===== config.mk =====
export PLATFORM = sky130hd
export DESIGN_NAME = ptm_timer
export DESIGN_NICKNAME = d
export VERILOG_FILES = /design/src/ptm_pkg.sv /design/src/ptm_timer.sv
export SDC_FILE = /design/constraint.sdc
export NUM_CORES = 1
export LEC_CHECK = 0
export ABC_AREA = 0
export BUFFER_PORTS_ARGS = -buffer_cell sky130_fd_sc_hd__buf_4
export CAP_MARGIN = 30
export CORE_MARGIN = 1.5
export CORE_UTILIZATION = 45
export DETAILED_ROUTE_END_ITERATION = 10
export MAX_ROUTING_LAYER = met4
export PLACE_DENSITY = 0.66
export SLEW_MARGIN = 0
export SYNTH_ARGS = -nofsm -noshare
export SYNTH_HDL_FRONTEND = slang
export SYNTH_SLANG_ARGS = --single-unit

===== constraint.sdc =====
create_clock -name clk -period 2.5 [get_ports clk]
set_input_delay 0.25 -clock clk [delete_from_list [all_inputs] [get_ports clk]]
set_output_delay 0.25 -clock clk [all_outputs]
set_load 0.005 [all_outputs]

===== src/ptm_pkg.sv =====
package ptm_pkg;

    // ------------------------------------------------------------
    // register byte offsets
    // ------------------------------------------------------------
    localparam logic [7:0] PTM_OFF_CTL0 = 8'h00;
    localparam logic [7:0] PTM_OFF_CTL1 = 8'h04;
    localparam logic [7:0] PTM_OFF_CNTL = 8'h08;
    localparam logic [7:0] PTM_OFF_CNTH = 8'h0c;
    localparam logic [7:0] PTM_OFF_MATL = 8'h10;
    localparam logic [7:0] PTM_OFF_MATH = 8'h14;
    localparam logic [7:0] PTM_OFF_PERL = 8'h18;
    localparam logic [7:0] PTM_OFF_PERH = 8'h1c;
    localparam logic [7:0] PTM_OFF_FLAG = 8'h20;

    // ------------------------------------------------------------
    // field positions
    // ------------------------------------------------------------
    localparam int PTM_C0_PAUSE = 7;
    localparam int PTM_C0_CKSEL = 4;
    localparam int PTM_C0_ON = 3;
    localparam int PTM_C1_MODE = 6;
    localparam int PTM_C1_PINFN = 4;
    localparam int PTM_C1_OC = 3;
    localparam int PTM_C1_POL = 2;
    localparam int PTM_C1_RSV = 1;
    localparam int PTM_C1_CCLR = 0;
    localparam int PTM_FL_A = 0;
    localparam int PTM_FL_P = 1;

    // ------------------------------------------------------------
    // reset values and widths
    // ------------------------------------------------------------
    localparam int PTM_CW = 10;
    localparam logic [7:0] PTM_RST_CTL0 = 8'h00;
    localparam logic [7:0] PTM_RST_CTL1 = 8'h00;
    localparam logic [9:0] PTM_RST_VAL = 10'h000;

    // ------------------------------------------------------------
    // field encodings
    // ------------------------------------------------------------
    localparam logic [1:0] PTM_MODE_CMP = 2'h0;
    localparam logic [1:0] PTM_MODE_UND = 2'h1;
    localparam logic [1:0] PTM_MODE_PWM = 2'h2;
    localparam logic [1:0] PTM_MODE_TC = 2'h3;
    localparam logic [1:0] PTM_FN_NONE = 2'h0;
    localparam logic [1:0] PTM_FN_LOW = 2'h1;
    localparam logic [1:0] PTM_FN_HIGH = 2'h2;
    localparam logic [1:0] PTM_FN_TOG = 2'h3;
    localparam logic [1:0] PTM_FN_INACT = 2'h0;
    localparam logic [1:0] PTM_FN_ACT = 2'h1;
    localparam logic [1:0] PTM_FN_PWM = 2'h2;
    localparam logic [1:0] PTM_FN_PULSE = 2'h3;
    localparam logic [2:0] PTM_CK_SYS4 = 3'h0;
    localparam logic [2:0] PTM_CK_SYS = 3'h1;
    localparam logic [2:0] PTM_CK_H16 = 3'h2;
    localparam logic [2:0] PTM_CK_H64 = 3'h3;
    localparam logic [2:0] PTM_CK_SUB0 = 3'h4;
    localparam logic [2:0] PTM_CK_SUB1 = 3'h5;
    localparam logic [2:0] PTM_CK_EXTR = 3'h6;
    localparam logic [2:0] PTM_CK_EXTF = 3'h7;
    localparam logic [5:0] PTM_DIV4_M = 6'h03;
    localparam logic [5:0] PTM_DIV16_M = 6'h0f;
    localparam logic [5:0] PTM_DIV64_M = 6'h3f;

endpackage


===== src/ptm_timer.sv =====
`timescale 1ns/100ps
// Notes on behaviour
// - ten-bit up-counter on selected clock tick
// - comparators A and P on all ten bits
// - software clears counter only via enable rise
// - pause freezes counter, resumes from held value
// - three-bit field selects counter clock source
// - enable low holds count; rise clears, starts
// - enable rise forces compare pin to initial level
// - two-bit field selects operating mode
// - compare mode: none, low, high, toggle
// - pwm modes: inactive, active, pwm, pulse
// - match to initial level shows no change
// - output control sets initial or active level
// - polarity bit inverts pin in compare and pwm modes
// - clear select picks A or P/overflow
// - clear select ignored in pwm and pulse
// - counter readable as low and high byte
// - counter mode leaves pin undriven
// - two instances; second has no pin
// - clear on A raises only A flag
// - only comparator A changes compare pin
// - pwm period from P, duty from A
module ptm_timer
    import ptm_pkg::*;
#(
    parameter bit PIN_BONDED = 1'b1
) (
    input wire logic clk,
    input wire logic nrst,
    input wire logic psel,
    input wire logic penable,
    input wire logic pwrite,
    input wire logic [7:0] paddr,
    input wire logic [31:0] pwdata,
    input wire logic [3:0] pstrb,
    output logic [31:0] prdata,
    output logic pready,
    output logic pslverr,
    input wire logic subclock_tick,
    input wire logic external_clock_pin,
    output logic timer_output_pin,
    output logic timer_output_oe_n,
    output logic match_a_flag,
    output logic match_p_flag
);

    // ------------------------------------------------------------
    // external pin synchroniser
    // ------------------------------------------------------------
    logic ext_s1_q, ext_s2_q, ext_s3_q;
    logic ext_s1_d, ext_s2_d, ext_s3_d;
    logic ext_rise, ext_fall;

    always_comb begin
        ext_s1_d = external_clock_pin;
        ext_s2_d = ext_s1_q;
        ext_s3_d = ext_s2_q;
    end

    always_ff @(posedge clk or negedge nrst) begin
        if (!nrst) begin
            ext_s1_q <= 1'b0;
            ext_s2_q <= 1'b0;
            ext_s3_q <= 1'b0;
        end else begin
            ext_s1_q <= ext_s1_d;
            ext_s2_q <= ext_s2_d;
            ext_s3_q <= ext_s3_d;
        end
    end

    // the second and third stages feed the edge detector
    assign ext_rise = ext_s2_q & ~ext_s3_q;
    assign ext_fall = ~ext_s2_q & ext_s3_q;

    // ------------------------------------------------------------
    // prescaler for the slower internal rates
    // ------------------------------------------------------------
    logic [5:0] div_q, div_d;

    always_comb begin
        div_d = div_q + 6'h01;
    end

    always_ff @(posedge clk or negedge nrst) begin
        if (!nrst) begin
            div_q <= 6'h00;
        end else begin
            div_q <= div_d;
        end
    end

    // ------------------------------------------------------------
    // registers and counter state
    // ------------------------------------------------------------
    logic pause_q, pause_d;
    logic [2:0] cksel_q, cksel_d;
    logic on_q, on_d;
    logic [1:0] mode_q, mode_d;
    logic [1:0] pinfn_q, pinfn_d;
    logic oc_q, oc_d;
    logic pol_q, pol_d;
    logic rsv_q, rsv_d;
    logic cclr_q, cclr_d;
    logic [9:0] match_q, match_d;
    logic [9:0] per_q, per_d;
    logic [9:0] cnt_q, cnt_d;
    logic fa_q, fa_d;
    logic fp_q, fp_d;
    logic out_q, out_d;
    logic pin_q, pin_d;
    logic oe_n_q, oe_n_d;
    logic rdy_q, rdy_d;
    logic err_q, err_d;
    logic [31:0] rd_q, rd_d;

    logic src_tick, tick, cmpish, pulse_mode, pwm_mode;
    logic [9:0] nxt;
    logic a_hit, p_hit, clr, rise, ext_act, pwm_act, lvl;
    logic [10:0] per_eff;
    logic acc, first, wr, mapped;
    logic [7:0] rbyte;

    always_comb begin
        case (cksel_q)
            PTM_CK_SYS4: src_tick = (div_q[1:0] == PTM_DIV4_M[1:0]);
            PTM_CK_SYS: src_tick = 1'b1;
            PTM_CK_H16: src_tick = (div_q[3:0] == PTM_DIV16_M[3:0]);
            PTM_CK_H64: src_tick = (div_q == PTM_DIV64_M);
            PTM_CK_SUB0: src_tick = subclock_tick;
            PTM_CK_SUB1: src_tick = subclock_tick;
            PTM_CK_EXTR: src_tick = ext_rise;
            PTM_CK_EXTF: src_tick = ext_fall;
            default: src_tick = 1'b0;
        endcase
    end

    // counting stops when off or paused; the value is held
    assign tick = src_tick & on_q & ~pause_q;
    assign nxt = cnt_q + 10'h001;
    assign cmpish = (mode_q == PTM_MODE_CMP) | (mode_q == PTM_MODE_TC);
    assign pwm_mode = (mode_q == PTM_MODE_PWM) & (pinfn_q != PTM_FN_PULSE);
    assign pulse_mode = (mode_q == PTM_MODE_PWM) & (pinfn_q == PTM_FN_PULSE);

    // a zero value never matches, so the counter simply wraps past 3ff
    assign a_hit = tick & (match_q != 10'h000) & (nxt == match_q);
    // clear on A suppresses the P flag; period register unused for a pulse
    assign p_hit = tick & (per_q != 10'h000) & (nxt == per_q)
                   & ~(cmpish & cclr_q) & ~pulse_mode;
    assign clr = cmpish ? (cclr_q ? a_hit : p_hit) : p_hit;

    assign per_eff = {per_q == 10'h000, per_q};
    assign pwm_act = pwm_mode & ((cnt_q < match_q) | ({1'b0, match_q} >= per_eff));
    assign ext_act = (cksel_q == PTM_CK_EXTF) ? ext_fall : ext_rise;

    assign acc = psel & penable;
    assign first = acc & ~rdy_q;
    assign wr = acc & rdy_q & pwrite & pstrb[0];

    always_comb begin
        mapped = 1'b1;
        case (paddr)
            PTM_OFF_CTL0: rbyte = {pause_q, cksel_q, on_q, 3'h0};
            PTM_OFF_CTL1: rbyte = {mode_q, pinfn_q, oc_q, pol_q, rsv_q, cclr_q};
            PTM_OFF_CNTL: rbyte = cnt_q[7:0];
            PTM_OFF_CNTH: rbyte = {6'h00, cnt_q[9:8]};
            PTM_OFF_MATL: rbyte = match_q[7:0];
            PTM_OFF_MATH: rbyte = {6'h00, match_q[9:8]};
            PTM_OFF_PERL: rbyte = per_q[7:0];
            PTM_OFF_PERH: rbyte = {6'h00, per_q[9:8]};
            PTM_OFF_FLAG: rbyte = {6'h00, fp_q, fa_q};
            default: begin
                rbyte = 8'h00;
                mapped = 1'b0;
            end
        endcase
    end

    always_comb begin
        pause_d = pause_q;
        cksel_d = cksel_q;
        on_d = on_q;
        mode_d = mode_q;
        pinfn_d = pinfn_q;
        oc_d = oc_q;
        pol_d = pol_q;
        rsv_d = rsv_q;
        cclr_d = cclr_q;
        match_d = match_q;
        per_d = per_q;
        out_d = out_q;
        rdy_d = first;
        err_d = first & ~mapped;
        rd_d = first ? {24'h000000, rbyte} : rd_q;
        // hardware events on the enable bit
        if (pulse_mode && a_hit) begin
            on_d = 1'b0;
        end
        if (pulse_mode && ext_act && !on_q) begin
            on_d = 1'b1;
        end
        // software writes win over the hardware events above
        if (wr) begin
            case (paddr)
                PTM_OFF_CTL0: begin
                    pause_d = pwdata[PTM_C0_PAUSE];
                    cksel_d = pwdata[PTM_C0_CKSEL +: 3];
                    on_d = pwdata[PTM_C0_ON];
                end
                PTM_OFF_CTL1: begin
                    mode_d = pwdata[PTM_C1_MODE +: 2];
                    pinfn_d = pwdata[PTM_C1_PINFN +: 2];
                    oc_d = pwdata[PTM_C1_OC];
                    pol_d = pwdata[PTM_C1_POL];
                    rsv_d = pwdata[PTM_C1_RSV];
                    cclr_d = pwdata[PTM_C1_CCLR];
                end
                PTM_OFF_MATL: match_d[7:0] = pwdata[7:0];
                PTM_OFF_MATH: match_d[9:8] = pwdata[1:0];
                PTM_OFF_PERL: per_d[7:0] = pwdata[7:0];
                PTM_OFF_PERH: per_d[9:8] = pwdata[1:0];
                default: ;
            endcase
        end
        rise = on_d & ~on_q;
        // the counter has no write path; the enable rise or a clearing match clears it
        if (rise) begin
            cnt_d = PTM_RST_VAL;
        end else if (tick) begin
            cnt_d = clr ? PTM_RST_VAL : nxt;
        end else begin
            cnt_d = cnt_q;
        end
        // compare pin follows comparator A only
        if (rise) begin
            out_d = oc_d;
        end else if (a_hit && mode_q == PTM_MODE_CMP) begin
            case (pinfn_q)
                PTM_FN_LOW: out_d = 1'b0;
                PTM_FN_HIGH: out_d = 1'b1;
                PTM_FN_TOG: out_d = ~out_q;
                default: out_d = out_q;
            endcase
        end
        // flags: a new event wins over a write-one clear
        fa_d = fa_q;
        fp_d = fp_q;
        if (wr && paddr == PTM_OFF_FLAG) begin
            fa_d = fa_q & ~pwdata[PTM_FL_A];
            fp_d = fp_q & ~pwdata[PTM_FL_P];
        end
        fa_d = fa_d | a_hit;
        fp_d = fp_d | p_hit;
    end

    always_comb begin
        case (mode_q)
            PTM_MODE_CMP: lvl = out_q;
            PTM_MODE_PWM: begin
                case (pinfn_q)
                    PTM_FN_INACT: lvl = ~oc_q;
                    PTM_FN_ACT: lvl = oc_q;
                    PTM_FN_PWM: lvl = pwm_act ? oc_q : ~oc_q;
                    default: lvl = on_q ? oc_q : ~oc_q;
                endcase
            end
            default: lvl = 1'b0;
        endcase
        // an unbonded instance never drives its pin
        oe_n_d = ~(PIN_BONDED & ~mode_q[0]);
        pin_d = oe_n_d ? 1'b0 : (lvl ^ pol_q);
    end

    always_ff @(posedge clk or negedge nrst) begin
        if (!nrst) begin
            pause_q <= PTM_RST_CTL0[PTM_C0_PAUSE];
            cksel_q <= PTM_RST_CTL0[PTM_C0_CKSEL +: 3];
            on_q <= PTM_RST_CTL0[PTM_C0_ON];
            mode_q <= PTM_RST_CTL1[PTM_C1_MODE +: 2];
            pinfn_q <= PTM_RST_CTL1[PTM_C1_PINFN +: 2];
            oc_q <= PTM_RST_CTL1[PTM_C1_OC];
            pol_q <= PTM_RST_CTL1[PTM_C1_POL];
            rsv_q <= PTM_RST_CTL1[PTM_C1_RSV];
            cclr_q <= PTM_RST_CTL1[PTM_C1_CCLR];
            match_q <= PTM_RST_VAL;
            per_q <= PTM_RST_VAL;
            cnt_q <= PTM_RST_VAL;
            fa_q <= 1'b0;
            fp_q <= 1'b0;
            out_q <= 1'b0;
            pin_q <= 1'b0;
            oe_n_q <= 1'b1;
            rdy_q <= 1'b0;
            err_q <= 1'b0;
            rd_q <= 32'h00000000;
        end else begin
            pause_q <= pause_d;
            cksel_q <= cksel_d;
            on_q <= on_d;
            mode_q <= mode_d;
            pinfn_q <= pinfn_d;
            oc_q <= oc_d;
            pol_q <= pol_d;
            rsv_q <= rsv_d;
            cclr_q <= cclr_d;
            match_q <= match_d;
            per_q <= per_d;
            cnt_q <= cnt_d;
            fa_q <= fa_d;
            fp_q <= fp_d;
            out_q <= out_d;
            pin_q <= pin_d;
            oe_n_q <= oe_n_d;
            rdy_q <= rdy_d;
            err_q <= err_d;
            rd_q <= rd_d;
        end
    end

    assign prdata = rd_q;
    assign pready = rdy_q;
    assign pslverr = err_q;
    assign timer_output_pin = pin_q;
    assign timer_output_oe_n = oe_n_q;
    assign match_a_flag = fa_q;
    assign match_p_flag = fp_q;

    // ------------------------------------------------------------
    // checks
    // ------------------------------------------------------------
    a_rise_clears: assert property (@(posedge clk) disable iff (!nrst)
        $rose(on_q) |-> cnt_q == 10'h000)
        else $error("counter not cleared on enable rise");

    a_off_holds: assert property (@(posedge clk) disable iff (!nrst)
        !on_q ##1 !on_q |-> $stable(cnt_q))
        else $error("counter moved while off");

    a_pause_holds: assert property (@(posedge clk) disable iff (!nrst)
        pause_q && on_q ##1 on_q |-> $stable(cnt_q))
        else $error("counter moved while paused");

    a_init_level: assert property (@(posedge clk) disable iff (!nrst)
        $rose(on_q) |-> out_q == oc_q)
        else $error("pin not at initial level");

    a_cmp_low: assert property (@(posedge clk) disable iff (!nrst)
        a_hit && mode_q == PTM_MODE_CMP && pinfn_q == PTM_FN_LOW && !rise |=> !out_q)
        else $error("compare low action missing");

    a_clear_on_a: assert property (@(posedge clk) disable iff (!nrst)
        a_hit && cmpish && cclr_q && !rise |=> cnt_q == 10'h000)
        else $error("counter not cleared on A match");

    a_no_p_flag: assert property (@(posedge clk) disable iff (!nrst)
        cmpish && cclr_q && !match_p_flag |=> !match_p_flag)
        else $error("P event while clearing on A");

    a_pin_polarity: assert property (@(posedge clk) disable iff (!nrst)
        !oe_n_d |=> timer_output_pin == ($past(lvl) ^ $past(pol_q)))
        else $error("pin polarity wrong");

    a_tc_pin_free: assert property (@(posedge clk) disable iff (!nrst)
        mode_q == PTM_MODE_TC |=> timer_output_oe_n)
        else $error("pin driven in counter mode");

    a_cnt_high_read: assert property (@(posedge clk) disable iff (!nrst)
        first && paddr == PTM_OFF_CNTH |=> prdata == {30'h00000000, $past(cnt_q[9:8])})
        else $error("counter high byte readback wrong");

    a_pulse_stop: assert property (@(posedge clk) disable iff (!nrst)
        pulse_mode && a_hit && !wr |=> !on_q ##1 !on_q || pulse_mode)
        else $error("single pulse not ended by A match");

endmodule


==> Implementation_results.wiki <==
{| class="wikitable"
! Metric !! Value
|-
| Number of distinct library cell variants in the gate-level netlist after synthesis || 64
|-
| Pin count of the biggest net entering global routing || 68
|-
| Number of iterations in the first detailed-routing pass || 5
|-
| Clock latency on the worst-skew pair || 0.37 ns
|-
| CTS tree || yes
|-
| Hold Path Class || primary input to async pin
|-
| Synth top area share || 0.349
|-
| Clock Skew || 0.0150 ns
|-
| Cell at the root of the clock tree || clkbuf_8
|-
| Worst Hold Margin || -0.0170 ns
|-
| Data arrival time at the worst-slack endpoint || 2.71 ns
|-
| Final Hold Violating Endpoints || 29
|-
| Proportion of synthesized flip-flops having asynchronous set or reset || 1.00
|-
| Number of nets with antenna violations after routing || 0
|-
| Post-detailed-placement half-perimeter wirelength || 9980 um
|-
| Fillers || 916
|-
| Final instance area || 5730 um^2
|-
| Final antenna diode count || 0
|-
| Commonest register cell after synthesis || dfrtp_1
|-
| Iteration-0 DRC Markers || 369
|-
| Vias in the first global route || 4143
|-
| Part of the Yosys area used for sequential elements || 0.354
|-
| Largest fanout on the critical path || 16
|-
| TritonCTS buffer count || 9
|-
| Max Fclk || 406 MHz
|-
| Synth Instances || 513
|-
| Setup repair after global routing missed its margin || true
|-
| Dominant cell type by area after synthesis || dfrtp_1
|-
| Violations in the final reports || hold timing
|-
| Post-placement cell area || 5410 um^2
|-
| Internal reg-to-reg setup slack || 0.03 ns
|-
| Yosys synthesis warning count || 0
|-
| Total die area || 11200 um^2
|-
| Kind of end point of the critical path || flip-flop
|-
| Number of buffers inserted by port buffering || 37
|-
| Setup-violating endpoint count in the final report || 0
|-
| Total number of vias || 4275
|-
| Dominant cell by count in the synthesized netlist || dfrtp_1
|-
| Post-synth EDFFs || 0
|-
| Required arrival time at the worst endpoint || 2.75 ns
|-
| Initial antenna violation count || 0
|-
| Count of cells along the worst register-to-register path || 9
|-
| Actual slew at the worst max-slew pin || 0.854 ns
|-
| Number of sinks handled by clock tree synthesis || 67
|-
| Final-stage net count || 675
|-
| RePlAce Congestion || 0.992
|-
| Aggregate routed wire length || 13500 um
|-
| Peak ir drop on the vdd network || 0.292 mV
|-
| Maximum count of clock buffers along a single path || 2
|-
| Clock H-tree levels || 3
|-
| Vertical die dimension || 106 um
|-
| Biggest area contributors in the synthesized netlist || dfrtp_1 35%, ha_1 7.4%, mux2_2 7.4%, buf_4 4.0%, nand3_1 3.5%
|-
| Worst-case headroom to the max-slew limit || 0.430
|-
| CP Class || flip-flop to flip-flop
|-
| Outcome || complete, but fails checks
|-
| Netlist area before placement || 4740 um^2
|-
| List of most frequent post-synthesis cells || 66 x dfrtp_1, 42 x nand2_1, 34 x inv_1
|-
| Width of the die || 106 um
|-
| Starting density of the core || 0.461
|-
| Final Max Slew Viols || 0
|-
| Post-layout min period || 2.47 ns
|-
| Floorplan row count || 37
|-
| Layout Area Growth over Synthesis || 20.9%
|-
| Power Dens Cells || 490 nW/um^2
|-
| Total I/O pin count || 89
|-
| Post-CTS Setup Bufs || 0
|-
| Design Power || 2810 uW
|-
| Routed via count divided by cell count || 5.80
|-
| Share of cells above drive strength 1 || 0.268
|-
| Remaining global-route overflow || 0
|-
| MaxCap Viol Count || 0
|-
| Routed wire per std cell || 18.3 um
|-
| DRC || 0
|-
| Post-route clock period utilization || 0.986
|-
| Leakage component of the power || 0.00268 uW
|-
| Global-route wire length before repair || 22000 um
|-
| Clock transition at path regs || 0.10 ns
|-
| GRT Util Overall || 0.263
|-
| Per-instance average area after synthesis || 9.24 um^2
|-
| Core box area || 10300 um^2
|-
| Type of origin of the critical path || flip-flop
|-
| Synth Register Bits || 67
|}
[stage by stage]
stage	setup slack [ns]	setup TNS (ns)	hold slack (ns)	instances	utilization
after CTS	0.0282	0	0.0178	737	0.551
final	0.0342	0	-0.0170	737	0.557
after global routing	-0.0252	-0.0482	0.0539	737	0.557
after detailed placement	-0.0595	-0.347	0.338	720	0.527
after floorplan	0.0217	0	-0.0456	536	-
after global placement	0.0724	0	0.333	720	0.527
[layer usage]
layer / global-route usage / vias up / share of wire
li1: - / 1990 / -
met1: 0.355 / 2048 / 0.45
met2: 0.401 / 206 / 0.46
met3: 0.0421 / 31 / 0.071
met4: 0.0994 / 0 / 0.024
met5: - / - / 0
[critical path, stage by stage, from the launching register on]
cell	delay [ns]
dfrtp_1	0.40
ha_4	0.16
nand3_1	0.18
nor2_1	0.29
o2111ai_1	0.21
nor4b_4	0.36
nand4_1	0.18
buf_6	0.20
a41oi_1	0.25
mux2i_1	0.10
[logic make-up after synthesis]
| logic type | after synthesis | share of synthesized area |
|---|---|---|
| flops | 67 | 0.354 |
| xor+xnor | 18 | 0.0333 |
| other cells | 1 | 0.000791 |
| buf+inv | 79 | 0.0861 |
| mux | 43 | 0.0990 |
| compound gates | 102 | 0.159 |
| fa+ha+maj | 28 | 0.0739 |
| simple gates | 175 | 0.194 |
[registers in the layout, summed over array words and instances (netlist names), 2 cells and up]
name,flops
mode_q,2
match_q,10
cnt_q,10
prdata,8
div_q,6
cksel_q,3
per_q,10
pinfn_q,2
[layout make-up]
cell class	instances	area (um^2)	area share
clock buffers	9	124	0.0216
clock inverters	7	82.6	0.0144
inverters	34	128	0.0223
multi-input cells	390	2830	0.494
flip-flops and latches	67	1680	0.293
well taps	136	170	0.0297
repair buffers	94	716	0.125
[cell usage in the layout (no fill, tap or decap), types with 12 or more instances in the layout]
cell type	count
a21oi_1	15
buf_4	91
conb_1	24
dfrtp_1	64
ha_1	27
inv_1	34
mux2_2	31
mux2i_1	12
nand2_1	42
nand3_1	32
nor2_1	29
o21ai_0	16
[final timing paths]
check | end | start
max | cnt_q[5] | cnt_q[1]
min | div_q[0] | nrst
max reg2reg | cnt_q[5] | cnt_q[1]
min reg2reg | ext_s2_q | ext_s1_q
max in group asynchronous | per_q[2] | nrst
min in group clk | cksel_q[2] | pwdata[6]
[where the power goes]
| group | internal [uW] | total [uW] | switching [uW] |
|---|---|---|---|
| Combinational | 304 | 661 | 357 |
| Clock | 480 | 995 | 515 |
| Sequential | 1110 | 1150 | 38.5 |
| Total | 1900 | 2810 | 911 |
[repair_timing]
item	in CTS	in global routing
hold buffers	1	0
gates resized for setup	5	12
hold endpoints to repair	1	0
setup endpoints to repair	9	11
pin swaps	1	5
Power figures use the tool's default switching activity.
